===== config.mk =====
export PLATFORM = sky130hd
export DESIGN_NAME = playback_host_transfer_port
export DESIGN_NICKNAME = d
export VERILOG_FILES = /design/src/include/playback_pkg.sv /design/src/rtl/playback_host_transfer_port.sv
export SDC_FILE = /design/constraint.sdc
export NUM_CORES = 1
export LEC_CHECK = 0
export ABC_AREA = 0
export BUFFER_PORTS_ARGS = -buffer_cell sky130_fd_sc_hd__buf_4
export CAP_MARGIN = 30
export CORE_MARGIN = 5
export CORE_UTILIZATION = 50
export CTS_CLUSTER_DIAMETER = 50
export CTS_CLUSTER_SIZE = 8
export DETAILED_ROUTE_END_ITERATION = 8
export MAX_ROUTING_LAYER = met4
export PLACE_DENSITY = 0.75
export SLEW_MARGIN = 25
export SYNTH_ARGS = -nofsm -noshare
export SYNTH_HDL_FRONTEND = slang
export SYNTH_SLANG_ARGS = --single-unit

===== constraint.sdc =====
create_clock -name clk_sys -period 5.75 [get_ports clk_sys]
set_input_delay 0.575 -clock clk_sys [delete_from_list [all_inputs] [get_ports clk_sys]]
set_output_delay 0.575 -clock clk_sys [all_outputs]
set_load 0.01 [all_outputs]

===== src/include/playback_pkg.sv =====
// Constants, register map and state encoding for the playback host port.
// Assumes a 250 MHz system clock and an AXI4-Lite register bus with 32-bit data.
package playback_pkg;

    // ==========================================================
    // Register map (byte addresses)
    localparam int ADDR_W = 8;
    localparam logic [7:0] ADDR_HW_CTRL = 8'h00;
    localparam logic [7:0] ADDR_HW_STATUS = 8'h04;
    localparam logic [7:0] ADDR_SW_CTRL = 8'h08;
    localparam logic [7:0] ADDR_SW_STATUS = 8'h0c;
    localparam logic [7:0] ADDR_TX_DATA = 8'h10;

    // ==========================================================
    // Hardware control and status bit positions
    localparam int HC_TX_READY_IE = 1;
    localparam int HC_BURST_MODE = 5;
    localparam int HC_TX_DMA_EN = 7;
    localparam int HC_DMA_DIR = 8;
    localparam int HC_MASTER_IE = 10;
    localparam int HS_TX_READY = 0;
    localparam int HS_STATUS_READY = 1;
    localparam int HS_CONTROL_READY = 2;
    localparam int HS_DATA_PHASE = 3;
    localparam int HS_DMA_ACK = 4;

    // ==========================================================
    // Reset values
    localparam logic [15:0] HW_CTRL_RESET = 16'h0000;
    localparam logic [15:0] SW_STATUS_RESET = 16'h0000;
    localparam logic [7:0] RATE_WORDS_RESET = 8'h10;

    // ==========================================================
    // Command words and fields
    localparam logic [15:0] CMD_IDLE = 16'h0000;
    localparam logic [15:0] CMD_STOP_PLAY = 16'h5220;
    localparam logic [15:0] CMD_POLL_SYNC = 16'h5202;
    localparam logic [15:0] CMD_BUF_MON = 16'h5212;
    localparam logic [15:0] CMD_SECOND_WORD = 16'h2000;
    localparam logic [11:0] CMD_RATE_HI = 12'h523;
    localparam logic [7:0] CMD_FIRST_HI = 8'h2c;
    localparam logic [7:0] CMD_THIRD_HI = 8'h20;
    localparam logic [7:0] BUF_MON_REPLY_HI = 8'h00;
    localparam logic [1:0] TFR_BUFFER_PORT = 2'b11;
    localparam logic [2:0] PLAYMODE_COMPRESSED = 3'b000;
    localparam logic [2:0] PLAYMODE_LINEAR16 = 3'b110;

    // ==========================================================
    // Frame and buffer sizes in 16-bit words
    localparam logic [7:0] LINEAR16_FRAME_WORDS = 8'hf0;
    localparam logic [7:0] BYTE_FRAME_WORDS = 8'h78;
    localparam logic [7:0] TXBUF_WORDS = 8'h10;
    localparam logic [8:0] QUEUE_WORDS = 9'h0f0;
    localparam logic [7:0] RATE0_WORDS = 8'h10;
    localparam logic [7:0] RATE1_WORDS = 8'h0c;
    localparam logic [7:0] RATE2_WORDS = 8'h0a;
    localparam logic [7:0] RATE3_WORDS = 8'h09;
    localparam logic [7:0] RATE4_WORDS = 8'h08;

    // ==========================================================
    // Timing
    localparam int FRAME_PERIOD_MS = 30;
    localparam int CLK_FREQ_HZ = 250_000_000;
    localparam int FRAME_CYCLES = FRAME_PERIOD_MS * (CLK_FREQ_HZ / 1000);
    localparam int FRAME_CNT_W = 23;
    localparam logic [1:0] SYNC_FRAMES = 2'h2;

    // ==========================================================
    // Bus answers and states
    localparam logic [1:0] AXI_OKAY = 2'b00;
    localparam logic [1:0] AXI_SLVERR = 2'b10;

    typedef enum logic [2:0] {
        ST_IDLE = 3'b000,
        ST_SYNC = 3'b001,
        ST_WAIT_C2 = 3'b011,
        ST_WAIT_C3 = 3'b010,
        ST_DATA = 3'b110,
        ST_STREAM = 3'b101
    } play_state_t;

endpackage : playback_pkg


===== src/rtl/playback_host_transfer_port.sv =====
// Playback side of the host port: command/echo path, transmit buffer, DMA request.
// Assumes an AXI4-Lite master on clk_sys and an external DMA controller on the pins.
// Notes on behaviour
// RULE1 - Linear playback consumes one 240-word frame every 30 ms period.
// RULE2 - With transmit DMA enabled, DMA request follows transmit-buffer-ready.
// RULE3 - DMA answers request with acknowledge, then burst-writes 16 words.
// RULE4 - After a full sub-frame ready drops and words move into the queue.
// RULE5 - Host disables requests, then sends idle or stop-playback to end playback.
// RULE6 - Idle or stop ends playback, clears ready, posts a status reply.
// RULE7 - After idle or stop nobody touches the transmit data port.
// RULE8 - Host waits for status-ready; reading the status register clears it.
// RULE9 - Host checks control-ready before a command sequence.
// RULE10 - Rate-select and poll-sync commands are each answered in the status register.
// RULE11 - First command word enters playback, waits one to two frames, echoes.
// RULE12 - Second command word 2000H is answered with 2000H.
// RULE13 - Third command word carries the requested word count in its low byte.
// RULE14 - Third word is answered with the granted count, possibly zero.
// RULE15 - Non-zero grant lowers the data flag until the last data word.
// RULE16 - Each data word written is echoed in the status register.
// RULE17 - After moving a sub-frame the buffer returns and ready rises, queue full or not.
// RULE18 - Queue and buffer both full keeps ready low until the next period frees space.
// RULE19 - The frame held in the buffer is not counted by buffer monitoring.
// RULE20 - Linear frames move as 15 sixteen-word sub-frames, offset by 16 words.
// RULE21 - 8-bit frames move as seven 16-word sub-frames plus one 8-word sub-frame.
// RULE22 - 8-bit host software re-checks ready at least every 8 words.
// RULE23 - Control writes 00A0H or 01A0H enable transmit DMA burst mode.
// RULE24 - Control write 0402H enables the transmit-ready interrupt.
// RULE25 - Transmit writes while ready is low are ignored; buffer holds 16 words.
//
// Implementation choices: the AXI4-Lite slave port and the register offsets.
`timescale 1ns/10ps

module playback_host_transfer_port #(
    parameter int FRAME_CYCLES = playback_pkg::FRAME_CYCLES
) (
    input wire logic clk_sys,
    input wire logic rst,
    input wire logic [playback_pkg::ADDR_W-1:0] awaddr,
    input wire logic awvalid,
    output logic awready,
    input wire logic [31:0] wdata,
    input wire logic [3:0] wstrb,
    input wire logic wvalid,
    output logic wready,
    output logic [1:0] bresp,
    output logic bvalid,
    input wire logic bready,
    input wire logic [playback_pkg::ADDR_W-1:0] araddr,
    input wire logic arvalid,
    output logic arready,
    output logic [31:0] rdata,
    output logic [1:0] rresp,
    output logic rvalid,
    input wire logic rready,
    input wire logic tx_dma_ack_n,
    output logic tx_dma_request,
    output logic data_phase_flag_n,
    output logic tx_ready_irq
);
    import playback_pkg::*;

    // ==========================================================
    // State
    typedef struct packed {
        play_state_t st;
        logic [15:0] hw_ctrl;
        logic [15:0] sw_status;
        logic [15:0] first_word;
        logic status_ready;
        logic tx_ready;
        logic [4:0] txb_cnt;
        logic [8:0] queue_words;
        logic [7:0] queue_frames;
        logic [7:0] frame_pos;
        logic [7:0] rate_words;
        logic [7:0] xfer_left;
        logic [2:0] playmode;
        logic [1:0] tfr;
        logic [1:0] sync_ticks;
        logic [FRAME_CNT_W-1:0] frame_cnt;
        logic ack_meta;
        logic ack_seen;
        logic flag_n;
        logic dma_req;
        logic irq;
        logic awready;
        logic wready;
        logic bvalid;
        logic [1:0] bresp;
        logic arready;
        logic rvalid;
        logic [1:0] rresp;
        logic [31:0] rdata;
    } port_state_t;

    port_state_t s;
    port_state_t next_s;
    logic wr_go;
    logic rd_go;

    // ==========================================================
    // Decoding helpers
    function automatic logic reg_hit(input logic [ADDR_W-1:0] a);
        return (a == ADDR_HW_CTRL) || (a == ADDR_HW_STATUS) || (a == ADDR_SW_CTRL) ||
               (a == ADDR_SW_STATUS) || (a == ADDR_TX_DATA);
    endfunction : reg_hit

    function automatic logic [7:0] rate_to_words(input logic [3:0] r);
        case (r)
            4'h1: return RATE1_WORDS;
            4'h2: return RATE2_WORDS;
            4'h3: return RATE3_WORDS;
            4'h4: return RATE4_WORDS;
            default: return RATE0_WORDS;
        endcase
    endfunction : rate_to_words

    function automatic logic [7:0] frame_words(input logic [2:0] pm, input logic [7:0] rw);
        if (pm == PLAYMODE_COMPRESSED) begin
            return rw;
        end else if (pm == PLAYMODE_LINEAR16) begin
            return LINEAR16_FRAME_WORDS;
        end
        return BYTE_FRAME_WORDS;
    endfunction : frame_words

    // Handshakes on the bus
    assign wr_go = s.awready && awvalid && wvalid;
    assign rd_go = s.arready && arvalid;

    // ==========================================================
    // Next-state logic
    always_comb begin
        logic [7:0] fw;
        logic [7:0] sub;
        logic [8:0] cap;
        logic [8:0] space;
        logic [15:0] cmd;
        logic [15:0] hs;
        logic [7:0] grant;
        logic frame_tick;
        fw = frame_words(s.playmode, s.rate_words);
        sub = ((fw - s.frame_pos) > TXBUF_WORDS) ? TXBUF_WORDS : 8'(fw - s.frame_pos); // RULE20 RULE21
        cap = (s.playmode == PLAYMODE_COMPRESSED) ? QUEUE_WORDS : {1'b0, fw};
        space = cap - s.queue_words;
        cmd = wdata[15:0];
        hs = 16'h0000;
        grant = 8'h00;
        frame_tick = (s.frame_cnt == FRAME_CNT_W'(FRAME_CYCLES - 1));
        next_s = s;

        // Acknowledge pin synchroniser, active high inside
        next_s.ack_meta = ~tx_dma_ack_n;
        next_s.ack_seen = s.ack_meta;

        // Free-running frame period timer
        next_s.frame_cnt = frame_tick ? '0 : s.frame_cnt + 1'b1;

        // Playback drains one frame per period
        if (frame_tick && (s.st != ST_IDLE) && (s.st != ST_SYNC) && (s.queue_words >= {1'b0, fw})) begin
            next_s.queue_words = s.queue_words - {1'b0, fw}; // RULE1
            next_s.queue_frames = s.queue_frames - 8'h01;
        end

        // Full transmit buffer moves into the queue when space allows
        if ((s.st == ST_STREAM) && ({3'b000, s.txb_cnt} == sub)) begin
            if (space >= {1'b0, sub}) begin
                next_s.queue_words = next_s.queue_words + {1'b0, sub}; // RULE4
                next_s.txb_cnt = 5'h00;
                next_s.tx_ready = 1'b1; // RULE17
                if ((s.frame_pos + sub) == fw) begin
                    next_s.frame_pos = 8'h00;
                    next_s.queue_frames = next_s.queue_frames + 8'h01; // RULE19
                end else begin
                    next_s.frame_pos = s.frame_pos + sub; // RULE20 RULE21
                end
            end else begin
                next_s.tx_ready = 1'b0; // RULE18
            end
        end

        // Read channel
        if (rd_go) begin
            next_s.arready = 1'b0;
            next_s.rvalid = 1'b1;
            next_s.rresp = reg_hit(araddr) ? AXI_OKAY : AXI_SLVERR;
            hs[HS_TX_READY] = s.tx_ready;
            hs[HS_STATUS_READY] = s.status_ready;
            hs[HS_CONTROL_READY] = (s.st != ST_SYNC) && !s.status_ready;
            hs[HS_DATA_PHASE] = ~s.flag_n;
            hs[HS_DMA_ACK] = s.ack_seen;
            case (araddr)
                ADDR_HW_CTRL: next_s.rdata = {16'h0000, s.hw_ctrl};
                ADDR_HW_STATUS: next_s.rdata = {16'h0000, hs};
                ADDR_SW_STATUS: next_s.rdata = {16'h0000, s.sw_status};
                default: next_s.rdata = 32'h0000_0000;
            endcase
            if (araddr == ADDR_SW_STATUS) begin
                next_s.status_ready = 1'b0; // RULE8
            end
        end else if (arvalid && !s.arready && !s.rvalid) begin
            next_s.arready = 1'b1;
        end
        if (s.rvalid && rready) begin
            next_s.rvalid = 1'b0;
        end

        // Synchronisation delay after the first command word
        if ((s.st == ST_SYNC) && frame_tick) begin
            next_s.sync_ticks = s.sync_ticks + 2'h1;
            if (s.sync_ticks == (SYNC_FRAMES - 2'h1)) begin
                next_s.sw_status = s.first_word; // RULE11
                next_s.status_ready = 1'b1;
                next_s.st = (s.tfr == TFR_BUFFER_PORT) ? ST_STREAM : ST_WAIT_C2;
                next_s.tx_ready = (s.tfr == TFR_BUFFER_PORT);
            end
        end

        // Write channel
        if (wr_go) begin
            next_s.awready = 1'b0;
            next_s.wready = 1'b0;
            next_s.bvalid = 1'b1;
            next_s.bresp = reg_hit(awaddr) ? AXI_OKAY : AXI_SLVERR;
            case (awaddr)
                ADDR_HW_CTRL: begin
                    if (wstrb[0]) begin
                        next_s.hw_ctrl[7:0] = wdata[7:0]; // RULE23 RULE24
                    end
                    if (wstrb[1]) begin
                        next_s.hw_ctrl[15:8] = wdata[15:8];
                    end
                end
                ADDR_TX_DATA: begin
                    if ((s.st == ST_STREAM) && s.tx_ready && ({3'b000, s.txb_cnt} < sub)) begin
                        next_s.txb_cnt = s.txb_cnt + 5'h01; // RULE25
                        if ({3'b000, s.txb_cnt + 5'h01} == sub) begin
                            next_s.tx_ready = 1'b0; // RULE4
                        end
                    end
                end
                ADDR_SW_CTRL: begin
                    if (wstrb[1:0] == 2'b11) begin
                        next_s.status_ready = 1'b1;
                        next_s.sw_status = cmd; // RULE10 RULE16
                        if (s.st == ST_DATA) begin
                            next_s.queue_words = next_s.queue_words + 9'h001;
                            next_s.xfer_left = s.xfer_left - 8'h01;
                            if (s.xfer_left == 8'h01) begin
                                next_s.flag_n = 1'b1; // RULE15
                                next_s.st = ST_WAIT_C2;
                                next_s.queue_frames = next_s.queue_frames + 8'h01;
                            end
                        end else if ((cmd == CMD_IDLE) || (cmd == CMD_STOP_PLAY)) begin
                            next_s.st = ST_IDLE; // RULE6
                            next_s.tx_ready = 1'b0;
                            next_s.txb_cnt = 5'h00;
                            next_s.queue_words = 9'h000;
                            next_s.queue_frames = 8'h00;
                            next_s.flag_n = 1'b1;
                        end else if ((cmd[15:8] == CMD_FIRST_HI) && (s.st == ST_IDLE)) begin
                            next_s.status_ready = s.status_ready && !(rd_go && (araddr == ADDR_SW_STATUS));
                            next_s.sw_status = s.sw_status;
                            next_s.st = ST_SYNC; // RULE11
                            next_s.first_word = cmd;
                            next_s.playmode = cmd[6:4];
                            next_s.tfr = cmd[1:0];
                            next_s.sync_ticks = 2'h0;
                            next_s.frame_pos = 8'h00;
                            next_s.queue_words = 9'h000;
                            next_s.queue_frames = 8'h00;
                        end else if ((cmd == CMD_SECOND_WORD) && (s.st == ST_WAIT_C2)) begin
                            next_s.st = ST_WAIT_C3; // RULE12
                        end else if ((cmd[15:8] == CMD_THIRD_HI) && (s.st == ST_WAIT_C3)) begin
                            if ((cmd[7:0] <= fw) && ({1'b0, cmd[7:0]} <= space)) begin
                                grant = cmd[7:0];
                            end
                            next_s.sw_status = {CMD_THIRD_HI, grant}; // RULE14
                            next_s.xfer_left = grant;
                            next_s.st = (grant != 8'h00) ? ST_DATA : ST_WAIT_C2;
                            next_s.flag_n = (grant == 8'h00); // RULE15
                        end else if (cmd[15:4] == CMD_RATE_HI) begin
                            next_s.rate_words = rate_to_words(cmd[3:0]); // RULE10
                        end else if (cmd == CMD_BUF_MON) begin
                            next_s.sw_status = {BUF_MON_REPLY_HI, s.queue_frames}; // RULE19
                        end
                    end
                end
                default: begin
                end
            endcase
        end else if (awvalid && wvalid && !s.awready && !s.bvalid) begin
            next_s.awready = 1'b1;
            next_s.wready = 1'b1;
        end
        if (s.bvalid && bready) begin
            next_s.bvalid = 1'b0;
        end

        // Registered pin and interrupt outputs
        next_s.dma_req = next_s.hw_ctrl[HC_TX_DMA_EN] && next_s.tx_ready; // RULE2
        next_s.irq = next_s.hw_ctrl[HC_MASTER_IE] && next_s.hw_ctrl[HC_TX_READY_IE] && next_s.tx_ready; // RULE24
    end

    // ==========================================================
    // State register
    always_ff @(posedge clk_sys or posedge rst) begin
        if (rst) begin
            s <= '0;
            s.hw_ctrl <= HW_CTRL_RESET;
            s.sw_status <= SW_STATUS_RESET;
            s.rate_words <= RATE_WORDS_RESET;
            s.flag_n <= 1'b1;
        end else begin
            s <= next_s;
        end
    end

    // Outputs straight from the state register
    assign awready = s.awready;
    assign wready = s.wready;
    assign bvalid = s.bvalid;
    assign bresp = s.bresp;
    assign arready = s.arready;
    assign rvalid = s.rvalid;
    assign rresp = s.rresp;
    assign rdata = s.rdata;
    assign tx_dma_request = s.dma_req;
    assign data_phase_flag_n = s.flag_n;
    assign tx_ready_irq = s.irq;

    // ==========================================================
    // Assertions
    property p_dma_follows_ready;
        @(posedge clk_sys) disable iff (rst)
        tx_dma_request == (s.hw_ctrl[HC_TX_DMA_EN] && s.tx_ready);
    endproperty
    a_dma_follows_ready: assert property (p_dma_follows_ready) else $error("dma request not tied to ready"); // RULE2

    property p_full_drops_ready;
        @(posedge clk_sys) disable iff (rst)
        (wr_go && (awaddr == ADDR_TX_DATA) && (s.st == ST_STREAM) && s.tx_ready && (s.txb_cnt == 5'h0f)
            && (s.playmode == PLAYMODE_LINEAR16)) |=> !s.tx_ready ##1 (s.txb_cnt == 5'h10 || s.tx_ready);
    endproperty
    a_full_drops_ready: assert property (p_full_drops_ready) else $error("ready stayed high on full buffer"); // RULE4

    property p_stop_ends;
        @(posedge clk_sys) disable iff (rst)
        (wr_go && (awaddr == ADDR_SW_CTRL) && (wstrb[1:0] == 2'b11) && (s.st != ST_DATA)
            && ((wdata[15:0] == CMD_IDLE) || (wdata[15:0] == CMD_STOP_PLAY)))
            |=> (s.st == ST_IDLE) && !s.tx_ready && s.status_ready ##1 !tx_dma_request;
    endproperty
    a_stop_ends: assert property (p_stop_ends) else $error("stop did not end playback"); // RULE6

    property p_status_read_clears;
        @(posedge clk_sys) disable iff (rst)
        (rd_go && (araddr == ADDR_SW_STATUS) && !wr_go && !((s.st == ST_SYNC) && (s.frame_cnt != 0)))
            |=> !s.status_ready;
    endproperty
    a_status_read_clears: assert property (p_status_read_clears) else $error("status ready not cleared"); // RULE8

    property p_first_word_sync;
        @(posedge clk_sys) disable iff (rst)
        (wr_go && (awaddr == ADDR_SW_CTRL) && (wstrb[1:0] == 2'b11) && (s.st == ST_IDLE)
            && (wdata[15:8] == CMD_FIRST_HI)) |=> (s.st == ST_SYNC) [*2];
    endproperty
    a_first_word_sync: assert property (p_first_word_sync) else $error("first word did not start sync"); // RULE11

    property p_grant_flag;
        @(posedge clk_sys) disable iff (rst)
        (s.st == ST_DATA) |-> !data_phase_flag_n && (s.xfer_left != 8'h00);
    endproperty
    a_grant_flag: assert property (p_grant_flag) else $error("data flag wrong in data phase"); // RULE15

    property p_data_echo;
        @(posedge clk_sys) disable iff (rst)
        (wr_go && (awaddr == ADDR_SW_CTRL) && (wstrb[1:0] == 2'b11) && (s.st == ST_DATA))
            |=> (s.sw_status == $past(wdata[15:0])) && s.status_ready;
    endproperty
    a_data_echo: assert property (p_data_echo) else $error("data word not echoed"); // RULE16

    property p_ignored_write;
        @(posedge clk_sys) disable iff (rst)
        (wr_go && (awaddr == ADDR_TX_DATA) && !s.tx_ready && (s.st == ST_STREAM)) |=> (s.txb_cnt <= $past(s.txb_cnt));
    endproperty
    a_ignored_write: assert property (p_ignored_write) else $error("write taken while not ready"); // RULE25

    property p_buffer_cap;
        @(posedge clk_sys) disable iff (rst)
        (s.txb_cnt <= 5'h10) && (s.queue_words <= QUEUE_WORDS);
    endproperty
    a_buffer_cap: assert property (p_buffer_cap) else $error("buffer count out of range"); // RULE25 RULE18

    c_stream_fill: cover property (@(posedge clk_sys) disable iff (rst) (s.st == ST_STREAM) && (s.txb_cnt == 5'h10));
    c_data_phase: cover property (@(posedge clk_sys) disable iff (rst) (s.st == ST_DATA) ##1 (s.st == ST_WAIT_C2));
    c_dma_request: cover property (@(posedge clk_sys) disable iff (rst) $rose(tx_dma_request));
    c_short_sub: cover property (@(posedge clk_sys) disable iff (rst) (s.frame_pos == 8'h70) && (s.txb_cnt == 5'h08));

endmodule : playback_host_transfer_port


# After elaboration in Yosys (flattened, before gate mapping)
# Cells that the tools add are included.
# op_classes
n_addsub	13
n_reduce_logical	62
div_mod_pow	0
mux	93
multipliers	0
shifts	0
bitwise	7
n_lt_le_gt_ge	6
eq_ne	40
# ops
operator	count
$mux 8	23
$mux 16	11
$mux 106	1
$mux 87	1
$mux 17	4
$mux 33	2
$mux 31	2
$mux 48	1
$pmux 16 s3	1
$mux 3	13
$mux 39	1
$mux 35	1
$eq 16x15->1 const B	2
$eq 8x4->1 const B	4
$mux 30	1
$logic_and 1x1->1	27
$mux 25	1
$logic_not 8->1	3
$add 23x1->23 const B	1
$eq 23x23->1 const B	1
$mux 23	1
$pmux 5 s4	1
$ge 9x8->1	2
$add 8x1->8 const B	2
other kinds (51)	114
# totals
out_inout_bits	44
rom_bits	0
reg_bits	175
mem_bits_rw	0
latchBits	0
elab_cells	252
input_bits	60
memories	0

# Longest topological paths before layout
# depth
ltp_word	29
mapped_depth	30
mapped_depth_nobuf	29

# Worst setup path after synthesis
# Ideal clock, no wire load.
# synth_path
path_type	reg-to-reg
startpoint	reg s[128] (netlist name)
endpoint	reg s[104] (netlist bit)
slack_ps	-467
setup_ps	125
t_required_ps	5625
n_path_buf	1
synth_period_minus_slack_ps	6217
arrival_time_ps	6092
path_stages_with_launch	31
cell_sequence	dfrtp_1 -> or3_1 -> buf_2 -> clkinv_4 -> nand2_1 -> ha_1 -> inv_1 -> fa_1 -> a21oi_1 -> o21bai_1 -> a21o_1 -> a211oi_1 -> a211oi_1 -> nand4b_1 -> nor2_1 -> inv_1 -> nor2_1 -> ha_1 -> inv_1 -> fa_1 -> nand2b_1 -> a21oi_1 -> xor2_1 -> and2_2 -> o41ai_4 -> and3_1 -> mux2_2 -> ha_1 -> and3_1 -> nand3_1 -> mux2_2
# synth_lines
item	line	rtl
to (signal assigned)	playback_host_transfer_port.sv:315	s <= next_s;
to (decl)	playback_host_transfer_port.sv:96	port_state_t s;

==> impl_metrics.toml <==
[final_layout]
syn_to_final_growth_pct = 17.66
fin_nets = 1520
layout-drive-gt1-share = 0.2032
fillerInstances = 1862
antenna_cells = 0
largest-register = "s"
largest_reg_flops = 122

[routing]
via_per_inst = 5.729
firstDrtPassIters = 6
wl_per_cell_um = 17.52
drt_iter0_markers = 691
drc = 0
drt_wl_total_mm = 29.32
via_count = 9584
ant_nets = 0

[logic_synthesis]
yosysMostFrequentCell = "nand2_1"
ys_seq_area_frac = 0.3395
ys_types = 88
syn-cell-area_mm2 = 0.01092
yosys_warnings = 0
avgSynthCellArea_um2 = 8.630
ys_ff_latch = 148
synth_cells = 1265
synth_top_area_cell = "dfrtp_1"
ys.flop_type = "dfrtp_1"
synth_top_area_share = 0.3347
synth_common_cells = "157 x nand2_1, 146 x dfrtp_1, 95 x nor2_1, 86 x o21ai_0, 76 x inv_1"
ys_top_cells_by_area = "dfrtp_1 33%, ha_1 8.6%, nand2_1 5.4%"
async_reset_ff_frac = 1.000
synth_edf_count = 0

[critical_path]
cp-startpoint = "s[129]"
cp.arrival_ns = 6.07
endpoint_kind = "register"
crit_end = "s[104]"
timing.rr.start = "s[129]"
critPathMaxFanout = 6
cp_slowest_stage_delay_ns = 0.46
crit_family = "simple AND/OR/NAND/NOR gates"
cpMaxStageDelayCell = "ha_1"
path_class = "register to register"
worstSetupPathDepth = 24
r2r-end = "s[104]"
ff2ff_setup_slack_ns = 0.002
worstPathRequired_ns = 6.07
reg2reg_depth = 24
worstPathCellList = "or3_4, buf_4, ha_1, nand2_1, o21bai_1, a31oi_1, nand4b_1, nor2_4, inv_2, nor2_4, ha_4, inv_2, fa_2, nand2b_4, a21oi_4, xor2_2, and2_4, o41ai_4, and3_4, mux2_4, ha_2, and3_1, nand3_1, mux2_2"
start_kind = "register"
crit_buf_inv = 3

[power_and_ir_drop]
pwr-share-comb = 0.085
swShare = 0.2818
power.switching_w = 0.0006798
p_leak_nw = 6.052
ir_drop_mv = 0.1792
p_int_w = 0.001732
clockPowerShare = 0.469
pwr-share-seq = 0.446
power.density_mw_per_mm2 = 187.8

[timing]
setup_viol_count_final = 0
relSlewSlack = 0.4095
rsz0062_at_grt = "true"
worst_clock_skew_ns = 0.01612
fin_crit_ns = 5.748
hold_viol = 0
fmax_mhz = 174.0
finalMaxSlewViolations = 0
final.setup.worst_slack_ns = 0.002024
period_share = 0.9996
finalSetupTns_ns = 0
hold_slack_ns = 0.2811
worstMarginPinSlew_ns = 0.8776

[cts]
cts_tree = "done"
cts_buffer_depth = 2
hold_buffers = 0
cts.sinks = 148
insertion_delay_ns = 0.44
cts_root_buffer = "clkbuf_16"
cts_inserted_buffers = 17
cts_max_level = 4
path_clk_slew_ns = 0.07

[flow_run]
drv_cap = 0

[global_route]
grt_pass1_wl_mm = 46.86
antenna_found_initial = 0
track_usage = 0.2426
grt_pass1_vias = 9264
grt_max_degree = 91
grt_overflow_total = 0

[floorplanning]
die_h_um = 157.8
initial_utilization = 0.5033
ios = 104
coreArea_mm2 = 0.02169
chipWidth_um = 157.8
rows = 54
die_area_mm2 = 0.02489

[outcome]
status = "finished clean"

[place]
dp_hpwl_mm = 22.32
gp_congestion = 0.9367
dp_slack_ns = -0.1697
port_buffers = 67

[hold_path]
hp-class = "input pin to async pin"
[layout by cell type (no fill, tap or decap), drive strengths merged, types with 22 or more instances in the layout]
master	Yosys	layout
a21o	25	25
conb	2	32
ha	75	75
xnor2	39	39
mux2	25	25
nand2	158	158
dfrtp	146	146
inv	78	87
o21ai	88	88
xor2	27	27
nand3	40	40
nor2	97	97
and2	22	22
buf	43	137
nor3	28	28
a21oi	66	66
[logic make-up after synthesis]
logic type / synth area share
DFF: 0.3395
buffers and inverters: 0.06670
other: 0.0006879
adders and majority gates: 0.09513
AOI/OAI and AO/OA: 0.1727
and+or+nand+nor: 0.2267
xor gates and xnor gates: 0.05501
muxes: 0.04355
[power groups by stage]
stage | clock network, W | registers, W | logic, W
6_report | 0.00113 | 0.00108 | 0.000205
5_1_grt | 0.00119 | 0.00108 | 0.000230
4_1_cts | 0.00114 | 0.00108 | 0.000206
3_5_place_dp | 0 | 0.00110 | 0.000204
3_3_place_gp | 0 | 0.00109 | 0.000199
2_1_floorplan | 0 | 0.00110 | 0.000129
[layer usage]
| layer | track usage | share of wire |
|---|---|---|
| met1 | 0.3173 | 0.44 |
| met2 | 0.3942 | 0.47 |
| met3 | 0.03417 | 0.062 |
| met4 | 0.07169 | 0.022 |
| met5 | - | 0 |
[layout make-up]
class | instances | area (um2) | area share
multi-input combinational | 997 | 6842 | 0.5326
sequential | 148 | 3706 | 0.2885
timing repair buffer | 137 | 1032 | 0.08036
clock buffer | 17 | 425.4 | 0.03312
inverter | 79 | 314.1 | 0.02445
tap | 280 | 350.3 | 0.02727
clock inverter | 15 | 175.2 | 0.01364
[through the flow]
| stage | total power, W | std cells | util | cell area, um2 |
|---|---|---|---|---|
| 3_5_place_dp | 0.001301 | 1632 | 0.5543 | 12020 |
| 6_report | 0.002412 | 1673 | 0.5922 | 12840 |
| 2_1_floorplan | 0.001226 | 1295 | - | 11130 |
| 4_1_cts | 0.002420 | 1670 | 0.5853 | 12690 |
| 3_3_place_gp | 0.001293 | 1632 | 0.5541 | 12020 |
| 5_1_grt | 0.002495 | 1673 | 0.5922 | 12840 |
[worst min-delay path by stage]
stage,start,end,slack (ns),cells past startpoint
finish,rst,s[118],0.28,2
global route,tx_dma_ack_n,next_s[44],0.28,2
CTS,tx_dma_ack_n,next_s[44],0.28,2
detailed placement,next_s[44],s[44],0.36,0
global placement,next_s[44],s[44],0.34,0
floorplan,next_s[44],s[44],0.33,0
[repair_timing]
action,in CTS,in global routing
endpoints found under the setup margin,4,10
pin swaps,15,18
hold endpoints to repair,0,0
gates resized for setup,6,28
buffers inserted,6,3
Power figures use the tool's default switching activity.
